### src/lcd_cfg.svh
// Offsets, field positions, reset values and opcode patterns of the literal/control decoder
`ifndef LCD_CFG_SVH
`define LCD_CFG_SVH

// ----------------------------------------------------------------
// Register byte offsets on the bus
// ----------------------------------------------------------------
`define LCD_OFF_CTRL    8'h00
`define LCD_OFF_STATUS  8'h04
`define LCD_OFF_WREG    8'h08
`define LCD_OFF_PC      8'h0c
`define LCD_OFF_TIMER   8'h10
`define LCD_OFF_PORT    8'h14

// ----------------------------------------------------------------
// Control register fields
// ----------------------------------------------------------------
`define LCD_CTRL_RUN     0
`define LCD_CTRL_PSA_T0  1
`define LCD_CTRL_PS_LO   2
`define LCD_CTRL_PS_HI   4
`define LCD_CTRL_WAKE    5
`define LCD_CTRL_RESET   3'h0
`define LCD_PS_RESET     3'h0

// ----------------------------------------------------------------
// Status register fields
// ----------------------------------------------------------------
`define LCD_ST_C      0
`define LCD_ST_DC     1
`define LCD_ST_Z      2
`define LCD_ST_PD     3
`define LCD_ST_TO     4
`define LCD_ST_GIE    5
`define LCD_ST_SLEEP  6
`define LCD_ST_RUN    7

// ----------------------------------------------------------------
// File addresses seen by the register exclusive-OR
// ----------------------------------------------------------------
`define LCD_FILE_TIMER  7'h01
`define LCD_FILE_PORT   7'h06

// ----------------------------------------------------------------
// Instruction encodings
// ----------------------------------------------------------------
`define LCD_GRP_LIT      2'h3
`define LCD_GRP_JMP      2'h2
`define LCD_GRP_BYTE     2'h0
`define LCD_NIB_LOAD     4'b00??
`define LCD_NIB_RETLIT   4'b01??
`define LCD_NIB_OR       4'h8
`define LCD_NIB_AND      4'h9
`define LCD_NIB_XOR      4'ha
`define LCD_NIB_SUB      4'b110?
`define LCD_NIB_ADD      4'b111?
`define LCD_WORD_WDT     14'h0064
`define LCD_WORD_SLEEP   14'h0063
`define LCD_WORD_INTERRUPT_RETURN_OP  14'h0009
`define LCD_WORD_RETURN  14'h0008
`define LCD_TOP_XOR_REGISTER_OP    6'h06

// ----------------------------------------------------------------
// Sizes
// ----------------------------------------------------------------
`define LCD_PC_W         13
`define LCD_STACK_DEPTH  8
`define LCD_RAM_WORDS    128

`endif

### src/lcd_pkg.sv
// Types and the instruction decode function of the literal/control decoder
`default_nettype none
`include "lcd_cfg.svh"

package lcd_pkg;

  typedef enum logic [3:0] {
    no_operation           = 4'h0,
    add_literal_op         = 4'h1,
    and_literal_op         = 4'h2,
    or_literal_op          = 4'h3,
    xor_literal_op         = 4'h4,
    literal_subtract_op    = 4'h5,
    load_literal_op        = 4'h6,
    return_with_literal_op = 4'h7,
    call_op                = 4'h8,
    jump_op                = 4'h9,
    watchdog_clear_op      = 4'ha,
    sleep_op               = 4'hb,
    interrupt_return_op    = 4'hc,
    return_op              = 4'hd,
    xor_register_op        = 4'he
  } lcd_op_t;

  typedef enum logic [1:0] {
    st_exec  = 2'b00,
    st_flush = 2'b01,
    st_sleep = 2'b10,
    st_halt  = 2'b11
  } lcd_fsm_t;

  typedef struct packed {
    logic [7:0] value;
    logic       c;
    logic       dc;
    logic       z;
  } lcd_alu_res_t;

  typedef struct packed {
    lcd_fsm_t               fsm;
    logic [`LCD_PC_W-1:0]   pc;
    logic [7:0]             w;
    logic                   c;
    logic                   dc;
    logic                   z;
    logic                   timeout_flag;
    logic                   powerdown_flag;
    logic                   gie;
    logic                   run;
    logic                   psa_t0;
    logic [2:0]             ps;
    logic [7:0]             timer_zero_register;
    logic [7:0]             presc;
    logic [7:0]             port_latch;
    logic                   wdt_clear;
    logic                   bus_wr;
    logic [7:0]             bus_addr;
    logic [31:0]            hrdata;
  } lcd_state_t;

  function automatic lcd_op_t lcd_decode(input logic [13:0] iw);
    lcd_op_t op;
    op = no_operation;
    if (iw[13:12] == `LCD_GRP_LIT)
    begin
      casez (iw[11:8])
        `LCD_NIB_LOAD:   op = load_literal_op;
        `LCD_NIB_RETLIT: op = return_with_literal_op;
        `LCD_NIB_OR:     op = or_literal_op;
        `LCD_NIB_AND:    op = and_literal_op;
        `LCD_NIB_XOR:    op = xor_literal_op;
        `LCD_NIB_SUB:    op = literal_subtract_op;
        `LCD_NIB_ADD:    op = add_literal_op;
        default:         op = no_operation;
      endcase
    end
    else if (iw[13:12] == `LCD_GRP_JMP)
      op = iw[11] ? jump_op : call_op;
    else if (iw == `LCD_WORD_WDT)
      op = watchdog_clear_op;
    else if (iw == `LCD_WORD_SLEEP)
      op = sleep_op;
    else if (iw == `LCD_WORD_INTERRUPT_RETURN_OP)
      op = interrupt_return_op;
    else if (iw == `LCD_WORD_RETURN)
      op = return_op;
    else if (iw[13:8] == `LCD_TOP_XOR_REGISTER_OP)
      op = xor_register_op;
    return op;
  endfunction : lcd_decode

endpackage : lcd_pkg

`default_nettype wire

### src/lcd_core.sv
// Literal and control instruction decoder/executor with its register slave
//
// Summary of operation
// - Add literal to W, update carry, digit carry and zero, one cycle.
// - AND literal into W, zero flag only, one cycle.
// - Call pushes return address, jumps to 11-bit target, two cycles, flags kept.
// - Jump to 11-bit target, two cycles, flags kept.
// - Watchdog clear word pulses clear, sets timeout and powerdown flags, one cycle.
// - OR literal into W, zero flag, one cycle.
// - Load literal into W, opcode bits 9:8 ignored, no flags, one cycle.
// - Interrupt return pops the stack, re-enables interrupts, two cycles.
// - Return with literal loads W and pops the stack, two cycles.
// - Plain return pops the stack, two cycles, flags kept.
// - Standby word sets timeout, clears powerdown, enters sleep, one cycle.
// - Subtract W from literal, update carry, digit carry and zero, one cycle.
// - XOR literal into W, zero flag only.
// - Register XOR with W goes to W when d is 0, file when 1.
// - Read-modify-write of the port takes the pin levels, not the latch.
// - Writing timer zero clears the prescaler when it is assigned to the timer.
// - Program counter changes take two cycles, second one a no-operation.
//
// The AHB-Lite interface to the registers and the placing of the registers were chosen for this implementation.
`default_nettype none
`include "lcd_cfg.svh"

module lcd_core #(
  parameter int PC_W = `LCD_PC_W
) (
  input  wire logic               hclk,
  input  wire logic               hresetn,
  // AHB-Lite slave
  input  wire logic               hsel,
  input  wire logic [31:0]        haddr,
  input  wire logic [1:0]         htrans,
  input  wire logic               hwrite,
  input  wire logic [2:0]         hsize,
  input  wire logic [31:0]        hwdata,
  input  wire logic               hready,
  output logic                    hreadyout,
  output logic [31:0]             hrdata,
  output logic                    hresp,
  // Program memory
  output logic [PC_W-1:0]         prog_addr,
  input  wire logic [13:0]        prog_data,
  // Port and system
  input  wire logic [7:0]         port_pin_in,
  output logic [7:0]              port_out,
  output logic                    wdt_clear,
  output logic                    sleep_active
);

  import lcd_pkg::*;

  // ----------------------------------------------------------------
  // State and helpers
  // ----------------------------------------------------------------
  lcd_state_t   r;
  lcd_state_t   n;
  lcd_op_t      op;
  lcd_alu_res_t alu;
  logic [7:0]   ram [`LCD_RAM_WORDS];
  logic [7:0]   fval;
  logic [6:0]   faddr;
  logic         to_file;
  logic         ram_we;
  logic         push;
  logic         pop;
  logic [PC_W-1:0] stack_top;
  logic [PC_W-1:0] pc_inc;
  logic [PC_W-1:0] target;
  logic         tick;
  logic [7:0]   rate_mask;
  logic         addr_phase;
  logic [31:0]  status_word;

  assign op      = lcd_decode(prog_data);
  assign faddr   = prog_data[6:0];
  assign to_file = prog_data[7];
  assign pc_inc  = r.pc + PC_W'(1);
  // Upper counter bits are kept, low eleven come from the word
  assign target  = {r.pc[PC_W-1:11], prog_data[10:0]};

  // ----------------------------------------------------------------
  // File operand
  // ----------------------------------------------------------------
  always_comb
  begin
    if (faddr == `LCD_FILE_PORT)
      fval = port_pin_in;
    else if (faddr == `LCD_FILE_TIMER)
      fval = r.timer_zero_register;
    else
      fval = ram[faddr];
  end

  lcd_alu u_alu (
    .op   (op),
    .lit  (prog_data[7:0]),
    .w    (r.w),
    .fval (fval),
    .res  (alu)
  );

  lcd_stack #(
    .DEPTH (`LCD_STACK_DEPTH),
    .WIDTH (PC_W)
  ) u_stack (
    .hclk    (hclk),
    .hresetn (hresetn),
    .push    (push),
    .pop     (pop),
    .din     (pc_inc),
    .top     (stack_top)
  );

  // ----------------------------------------------------------------
  // Timer zero prescaler
  // ----------------------------------------------------------------
  // Rate 1:2 to 1:256; unassigned prescaler leaves the timer at 1:1
  assign rate_mask = 8'((9'h002 << r.ps) - 9'h001);
  assign tick      = r.psa_t0 ? ((r.presc & rate_mask) == rate_mask) : 1'b1;

  assign addr_phase = hsel && htrans[1] && hready;

  always_comb
  begin
    status_word = 32'h0000_0000;
    status_word[`LCD_ST_C]     = r.c;
    status_word[`LCD_ST_DC]    = r.dc;
    status_word[`LCD_ST_Z]     = r.z;
    status_word[`LCD_ST_PD]    = r.powerdown_flag;
    status_word[`LCD_ST_TO]    = r.timeout_flag;
    status_word[`LCD_ST_GIE]   = r.gie;
    status_word[`LCD_ST_SLEEP] = (r.fsm == st_sleep);
    status_word[`LCD_ST_RUN]   = (r.fsm != st_halt);
  end

  // ----------------------------------------------------------------
  // Next state
  // ----------------------------------------------------------------
  always_comb
  begin
    n           = r;
    n.wdt_clear = 1'b0;
    push        = 1'b0;
    pop         = 1'b0;
    ram_we      = 1'b0;
    n.presc     = r.psa_t0 ? r.presc + 8'h01 : r.presc;
    if (tick)
      n.timer_zero_register = r.timer_zero_register + 8'h01;

    unique case (r.fsm)
      st_halt:
      begin
        if (r.run)
          n.fsm = st_exec;
      end
      st_flush:
      begin
        // Word fetched at the new address is discarded here
        n.fsm = r.run ? st_exec : st_halt;
      end
      st_sleep:
      begin
        n.fsm = st_sleep;
      end
      st_exec:
      begin
        if (!r.run)
          n.fsm = st_halt;
        else
        begin
          n.pc = pc_inc;
          unique case (op)
            add_literal_op, literal_subtract_op:
            begin
              n.w  = alu.value;
              n.c  = alu.c;
              n.dc = alu.dc;
              n.z  = alu.z;
            end
            and_literal_op, or_literal_op, xor_literal_op:
            begin
              n.w = alu.value;
              n.z = alu.z;
            end
            load_literal_op:
              n.w = alu.value;
            xor_register_op:
            begin
              n.z = alu.z;
              if (!to_file)
                n.w = alu.value;
              else if (faddr == `LCD_FILE_PORT)
                n.port_latch = alu.value;
              else if (faddr == `LCD_FILE_TIMER)
              begin
                n.timer_zero_register = alu.value;
                if (r.psa_t0)
                  n.presc = 8'h00;
              end
              else
                ram_we = 1'b1;
            end
            call_op:
            begin
              push  = 1'b1;
              n.pc  = target;
              n.fsm = st_flush;
            end
            jump_op:
            begin
              n.pc  = target;
              n.fsm = st_flush;
            end
            return_with_literal_op:
            begin
              pop   = 1'b1;
              n.w   = alu.value;
              n.pc  = stack_top;
              n.fsm = st_flush;
            end
            return_op:
            begin
              pop   = 1'b1;
              n.pc  = stack_top;
              n.fsm = st_flush;
            end
            interrupt_return_op:
            begin
              pop   = 1'b1;
              n.gie = 1'b1;
              n.pc  = stack_top;
              n.fsm = st_flush;
            end
            watchdog_clear_op:
            begin
              n.wdt_clear      = 1'b1;
              n.timeout_flag   = 1'b1;
              n.powerdown_flag = 1'b1;
            end
            sleep_op:
            begin
              n.wdt_clear      = 1'b1;
              n.timeout_flag   = 1'b1;
              n.powerdown_flag = 1'b0;
              n.fsm            = st_sleep;
            end
            no_operation:
              n.pc = pc_inc;
          endcase
        end
      end
    endcase

    // ----------------------------------------------------------------
    // Bus data phase; a bus write overrides a core write in the same cycle
    // ----------------------------------------------------------------
    if (r.bus_wr)
    begin
      unique case (r.bus_addr)
        `LCD_OFF_CTRL:
        begin
          n.run    = hwdata[`LCD_CTRL_RUN];
          n.psa_t0 = hwdata[`LCD_CTRL_PSA_T0];
          n.ps     = hwdata[`LCD_CTRL_PS_HI:`LCD_CTRL_PS_LO];
          // Wake is a strobe, not stored
          if (hwdata[`LCD_CTRL_WAKE] && r.fsm == st_sleep)
            n.fsm = r.run ? st_exec : st_halt;
        end
        `LCD_OFF_TIMER:
        begin
          n.timer_zero_register = hwdata[7:0];
          if (r.psa_t0)
            n.presc = 8'h00;
        end
        `LCD_OFF_PORT:
          n.port_latch = hwdata[7:0];
        default:
          n.port_latch = n.port_latch;
      endcase
    end

    // ----------------------------------------------------------------
    // Bus address phase; read data is registered here for zero wait
    // ----------------------------------------------------------------
    n.bus_wr   = addr_phase && hwrite;
    n.bus_addr = haddr[7:0];
    if (addr_phase && !hwrite)
    begin
      unique case (haddr[7:0])
        `LCD_OFF_CTRL:
          n.hrdata = {26'h0, 1'b0, r.ps, r.psa_t0, r.run};
        `LCD_OFF_STATUS:
          n.hrdata = status_word;
        `LCD_OFF_WREG:
          n.hrdata = {24'h0, r.w};
        `LCD_OFF_PC:
          n.hrdata = {{(32 - PC_W){1'b0}}, r.pc};
        `LCD_OFF_TIMER:
          n.hrdata = {24'h0, r.timer_zero_register};
        `LCD_OFF_PORT:
          n.hrdata = {24'h0, r.port_latch};
        default:
          n.hrdata = 32'h0000_0000;
      endcase
    end
    else
      n.hrdata = 32'h0000_0000;
  end

  // ----------------------------------------------------------------
  // Registers
  // ----------------------------------------------------------------
  always_ff @(posedge hclk or negedge hresetn)
  begin
    if (!hresetn)
    begin
      r                     <= '0;
      r.fsm                 <= st_halt;
      r.timeout_flag        <= 1'b1;
      r.powerdown_flag      <= 1'b1;
      r.ps                  <= `LCD_PS_RESET;
    end
    else
      r <= n;
  end

  // No reset: file contents are undefined until written
  always_ff @(posedge hclk)
  begin
    if (ram_we)
      ram[faddr] <= alu.value;
  end

  assign hreadyout    = 1'b1;
  assign hresp        = 1'b0;
  assign hrdata       = r.hrdata;
  assign prog_addr    = r.pc;
  assign port_out     = r.port_latch;
  assign wdt_clear    = r.wdt_clear;
  assign sleep_active = (r.fsm == st_sleep);

  // Narrow transfers are treated as word accesses
  logic unused_ok;
  assign unused_ok = ^{hsize, haddr[31:8]};

endmodule : lcd_core

`default_nettype wire

### src/lcd_alu.sv
// Arithmetic and logic for the literal ops and the register exclusive-OR
`default_nettype none

module lcd_alu
  import lcd_pkg::*;
(
  input  wire lcd_pkg::lcd_op_t  op,
  input  wire logic [7:0]        lit,
  input  wire logic [7:0]        w,
  input  wire logic [7:0]        fval,
  output lcd_pkg::lcd_alu_res_t  res
);

  logic [8:0] sum;
  logic [4:0] low;
  logic [7:0] addend;

  always_comb
  begin
    // Subtract is literal plus the two's complement of the working register
    addend = (op == literal_subtract_op) ? ~w : w;
    sum    = {1'b0, lit} + {1'b0, addend} + {8'h00, op == literal_subtract_op};
    low    = {1'b0, lit[3:0]} + {1'b0, addend[3:0]} + {4'h0, op == literal_subtract_op};
    res.c  = sum[8];
    res.dc = low[4];
    unique case (op)
      add_literal_op, literal_subtract_op: res.value = sum[7:0];
      and_literal_op:                      res.value = lit & w;
      or_literal_op:                       res.value = lit | w;
      xor_literal_op:                      res.value = lit ^ w;
      xor_register_op:                     res.value = fval ^ w;
      default:                             res.value = lit;
    endcase
    res.z = (res.value == 8'h00);
  end

endmodule : lcd_alu

`default_nettype wire

### src/lcd_stack.sv
// Return address stack, circular so that overflow overwrites the oldest entry
`default_nettype none
`include "lcd_cfg.svh"

module lcd_stack #(
  parameter int DEPTH = `LCD_STACK_DEPTH,
  parameter int WIDTH = `LCD_PC_W
) (
  input  wire logic              hclk,
  input  wire logic              hresetn,
  input  wire logic              push,
  input  wire logic              pop,
  input  wire logic [WIDTH-1:0]  din,
  output logic      [WIDTH-1:0]  top
);

  localparam int PW = $clog2(DEPTH);

  logic [WIDTH-1:0] mem [DEPTH];
  logic [PW-1:0]    ptr_reg;

  always_ff @(posedge hclk or negedge hresetn)
  begin
    if (!hresetn)
      ptr_reg <= '0;
    else if (push)
      ptr_reg <= ptr_reg + PW'(1);
    else if (pop)
      ptr_reg <= ptr_reg - PW'(1);
  end

  always_ff @(posedge hclk)
  begin
    if (push)
      mem[ptr_reg] <= din;
  end

  assign top = mem[ptr_reg - PW'(1)];

endmodule : lcd_stack

`default_nettype wire

### config.mk
export PLATFORM = sky130hd
export DESIGN_NAME = lcd_core
export DESIGN_NICKNAME = d
export VERILOG_FILES = /design/src/lcd_pkg.sv /design/src/lcd_core.sv /design/src/lcd_alu.sv /design/src/lcd_stack.sv
export VERILOG_INCLUDE_DIRS = /design/src
export SDC_FILE = /design/constraint.sdc
export NUM_CORES = 1
export LEC_CHECK = 0
export BUFFER_PORTS_ARGS = -buffer_cell sky130_fd_sc_hd__buf_2
export CORE_UTILIZATION = 55
export DETAILED_ROUTE_END_ITERATION = 8
export HOLD_SLACK_MARGIN = 0.08
export PLACE_DENSITY = 0.75
export SKIP_CTS_REPAIR_TIMING = 1
export SYNTH_ARGS = -nofsm -noshare
export SYNTH_HDL_FRONTEND = slang
export SYNTH_SLANG_ARGS = --single-unit
### constraint.sdc
create_clock -name hclk -period 6.7 [get_ports hclk]
set_input_delay 1.34 -clock hclk [delete_from_list [all_inputs] [get_ports hclk]]
set_output_delay 1.34 -clock hclk [all_outputs]
set_load 0.1 [all_outputs]
==> impl_results.md <==
- Outcome: finished, final reports clean
- Critical path type: in2reg
- Max VDD drop: between 0.2 and 0.25 mV
- TritonCTS buffer count: around 120
- Sw power: ~3.8 mW
- Post-synth EDFFs: between 1000 and 1500
- Clock power frac: between 40% and 50%
- Sequential power share: 51.9%
- Final setup margin: ~1.5 ns
- Worst hold stages: 2
- Clk pin slew, worst setup/hold paths: about 0.06 ns
- Port Buf Inserts: 79
- Initial Utilization: 55.7%
- Synth warn: 0
- Boundary Pins: 153
- Worst EP required: approximately 7.1 ns
- Fraction of layout cells with a size suffix above 1: a little under a quarter
- Final Critical Period: between 5 and 6 ns
- Internal Power: around 13 mW
- WP depth: 17
- Met2 Use GR: between 40% and 50%
- Max-slew headroom: roughly 16%
- Clock skew: ~0.034 ns
- Combinational family with the most area after synthesis: multiplexers
- Layout Nets: 3086
- Hpwl dp: ~80 mm
- CTS H-tree depth: 3
- Met3 Track Usage GR: 6.56%
- Synth unique cells: roughly 100
- Comb pwr share: approximately 8.0%
- Die height: 305 um
- Vias in the first global route: 28000
- Synthesized flop and latch total: 1207
- Mean Syn Cell Area: around 18 um2
- Least-Margin Pin Slew: approximately 1.3 ns
- Fin util: 61.9%
- Sink Count: roughly 1200
- Critical Path Sink Type: register
- Max Cap Viol: 0
- Crit path DAT: 5.55 ns
- Total gr overflow: 0
- CORE AREA: around 0.09 mm2
- Most flop-heavy register: ram
- Proportion of synthesized area in mux cells: between 10% and 20%
- FFs w/ async S/R, synth: under 10%
- XOR/XNOR Fraction of Synth Area: 0.608%
- Slowest CP cell: or3_4
- Unrepaired setup endpoints after global routing: no
- Clock latency on the worst-skew pair: between 0.7 and 0.8 ns
- Final Hold Fails: 0
- Dpl ws: between 0.9 and 1 ns
- Met1 Track Usage GR: roughly two fifths
- PwrDens: 296 mW/mm2
- Routed vias/inst: roughly 6.7
- Max clock buf depth: 3
- 1st-pass router iterations: 8
- Largest net degree at the start of global routing: 85
- Cell Rows: 110
- Width of the die: about 300 um
- Top Registers: ram (1020), u_stack.mem (104), r (45)
- CP max FO: 78
- CTS tree: yes
- Startpoint types: primary input
- Post-DRT Antenna Nets: 0
- DR DRC count: 0
- Via count: 28300
- Synth Flop Type: edfxtp_1
- Critical path buffer and inverter count: 3
- Setup TNS Final: 0 ns
- Total power: about 17 mW
- Final setup viols: 0
- Final wirelength: between 100 and 150 mm
- Initial antenna violation count: 4
- DR WL/cell: approximately 30 um
- Max Freq: slightly below 0.2 GHz
- Simple logic cell fraction of the synthesized area: around 5.7%
- Post-synthesis sequential area ratio: between 70% and 80%
- Reg2reg setup slack: between 2 and 3 ns
- Sw frac: between 20% and 30%
- Max FFs per register: ~1000
- Fin crit share: 77.5%
- Root Driver: clkbuf_16
- GRT Util Overall: roughly 28%
- Hold Path Class: reg2reg
- FF-to-FF path depth: 7
- GRT busiest layer: met2
- Final Slew Violations: 0
- Compound-Gate Fraction of Synth Area: under 10%
- Crit-path cells: buf_2, or3_4, or3_4, o21a_4, nor3_1, buf_4, xor2_1, ha_1, a21oi_1, a21boi_0, o21ai_0, nor3b_1, nor3b_1, a211o_1, nor3_1, a21oi_4, buf_12
- Area growth from synthesis to layout: 11.2%
- Delay-heaviest family, CP: simple AND/OR/NAND/NOR gates
- RePlAce Congestion: about 0.92
- First-pass GRT wire length: around 190 mm
- Mapped Area: 0.0504 mm2
- Syn Inst Count: roughly 2800
- Slowest Stage Delay on Critical Path: between 0.4 and 0.5 ns
- Die area: about 0.093 mm2
- Synth Area in Adders: 0.556%
- DRT iter0 DRCs: 4002
- P_leak: ~18 nW
Yosys cell counts, types with 10 or more instances:
| library cell | count | area share (%) |
|---|---|---|
| a21oi_1 | 78 | 0.77 |
| nor4_1 | 11 | 0.14 |
| mux2i_1 | 83 | 1.6 |
| nand3_1 | 46 | 0.46 |
| nor3b_1 | 12 | 0.18 |
| nand4_1 | 14 | 0.17 |
| buf_2 | 37 | 0.37 |
| nor2b_1 | 19 | 0.24 |
| inv_1 | 20 | 0.15 |
| o21ai_0 | 69 | 0.69 |
| a31oi_1 | 11 | 0.14 |
| o31ai_1 | 10 | 0.15 |
| a221oi_1 | 25 | 0.43 |
| buf_6 | 13 | 0.29 |
| nand2_1 | 161 | 1.2 |
| nor3_1 | 34 | 0.34 |
| edfxtp_1 | 1124 | 67 |
| nor2_1 | 212 | 1.6 |
| a211oi_1 | 12 | 0.18 |
| o22ai_1 | 18 | 0.22 |
| buf_12 | 10 | 0.40 |
| mux4_2 | 253 | 11 |
| and2_1 | 19 | 0.24 |
| ha_1 | 16 | 0.40 |
| buf_1 | 10 | 0.075 |
| dfrtp_1 | 80 | 4.0 |
| nand2b_1 | 16 | 0.20 |
| buf_4 | 73 | 1.1 |
| or3_1 | 10 | 0.12 |
| clkbuf_1 | 59 | 0.44 |
| xnor2_1 | 15 | 0.26 |
| mux2_2 | 33 | 0.74 |
| xor2_1 | 20 | 0.35 |
| a22oi_1 | 36 | 0.54 |
| and3_1 | 11 | 0.14 |
cell type report:
| class | instances | area [um2] |
|---|---|---|
| diodes | 2 | 5.00 |
| clock buffers | 140 | 3040 |
| clock inverters | 71 | 813 |
| fillers | 6136 | 34400 |
| inverters | 22 | 82.6 |
| multi-input cells | 1427 | 13200 |
| flip-flops and latches | 1207 | 35800 |
| well taps | 1176 | 1470 |
| repair buffers | 199 | 1560 |
worst register-to-register path: stages, from the launching register on:
cell and delay, ns:
dfstp_2 0.39, nor2_1 0.24, and2_1 0.44, nand3_1 0.34, nor2_1 0.36, nand3_1 0.58
buf_4 0.47, nor2_1 0.82
metal layers:
layer	vias up	wire length [um]
li1	11600	-
met1	14500	48700
met2	1891	61000
met3	361	14300
met4	8	5260
met5	-	102
cells in the final DEF, fill, tap and decap left out, types with 19 or more instances in the layout:
master,Yosys,final
xor2_1,20,20
clkinv_1,2,30
nand3_1,46,45
buf_12,10,19
nor2b_1,19,19
conb_1,2,33
mux4_2,253,253
and2_1,19,19
nand2_1,161,160
a221oi_1,25,25
edfxtp_1,1124,1124
mux2_2,33,33
a21oi_1,78,77
mux2i_1,83,83
a22oi_1,36,36
clkbuf_1,59,22
o21ai_0,69,69
buf_4,73,102
nor3_1,34,31
dfrtp_1,80,79
buf_2,37,75
nor2_1,212,212
clkbuf_16,0,118
worst paths after layout:
check,startpoint,end
worst max register to register,r[99]$_DFF_PN1_,ram[87][5]$_DFFE_PP_
worst min-delay path,r[71]$_DFFE_PN0P_,r[71]$_DFFE_PN0P_
worst max-delay path,prog_data[10],ram[84][6]$_DFFE_PP_
max in group asynchronous,hresetn,r[84]$_DFFE_PN0P_
min in group asynchronous,hresetn,prog_addr[11]$_DFFE_PN0P_
worst min register to register,r[71]$_DFFE_PN0P_,r[71]$_DFFE_PN0P_
cell families (layout without fill, tap and decap cells):
kind of cell             after synthesis  in the layout
AO/OA/AOI/OAI                        357            357
XOR/XNOR                              35             35
other                                  2             35
flip-flops                          1207           1207
multiplexers                         375            375
adder cells (fa/ha/maj)               23             23
buffers and inverters                235            432
AND/OR/NAND/NOR                      604            604
per-stage QoR:
stage / cell area, um2 / hold WS (ns) / instances
final: 56000 / 0.457 / 4244
after global placement: 52200 / 0.434 / 4031
after detailed placement: 52200 / 0.438 / 4031
after global routing: 56000 / 0.482 / 4242
after CTS: 56000 / 0.453 / 4242
after floorplan: 50500 / 0.414 / 2869
power groups by stage:
| stage | Combinational, mW | Sequential, mW | Clock [mW] |
|---|---|---|---|
| CTS | 1.32 | 8.61 | 6.68 |
| global placement | 1.26 | 8.76 | 0 |
| finish | 1.33 | 8.61 | 6.64 |
| floorplan | 0.839 | 8.76 | 0 |
| detailed placement | 1.31 | 8.76 | 0 |
| global route | 1.40 | 8.61 | 6.95 |
Note: power is estimated with default switching activity, not from simulation.
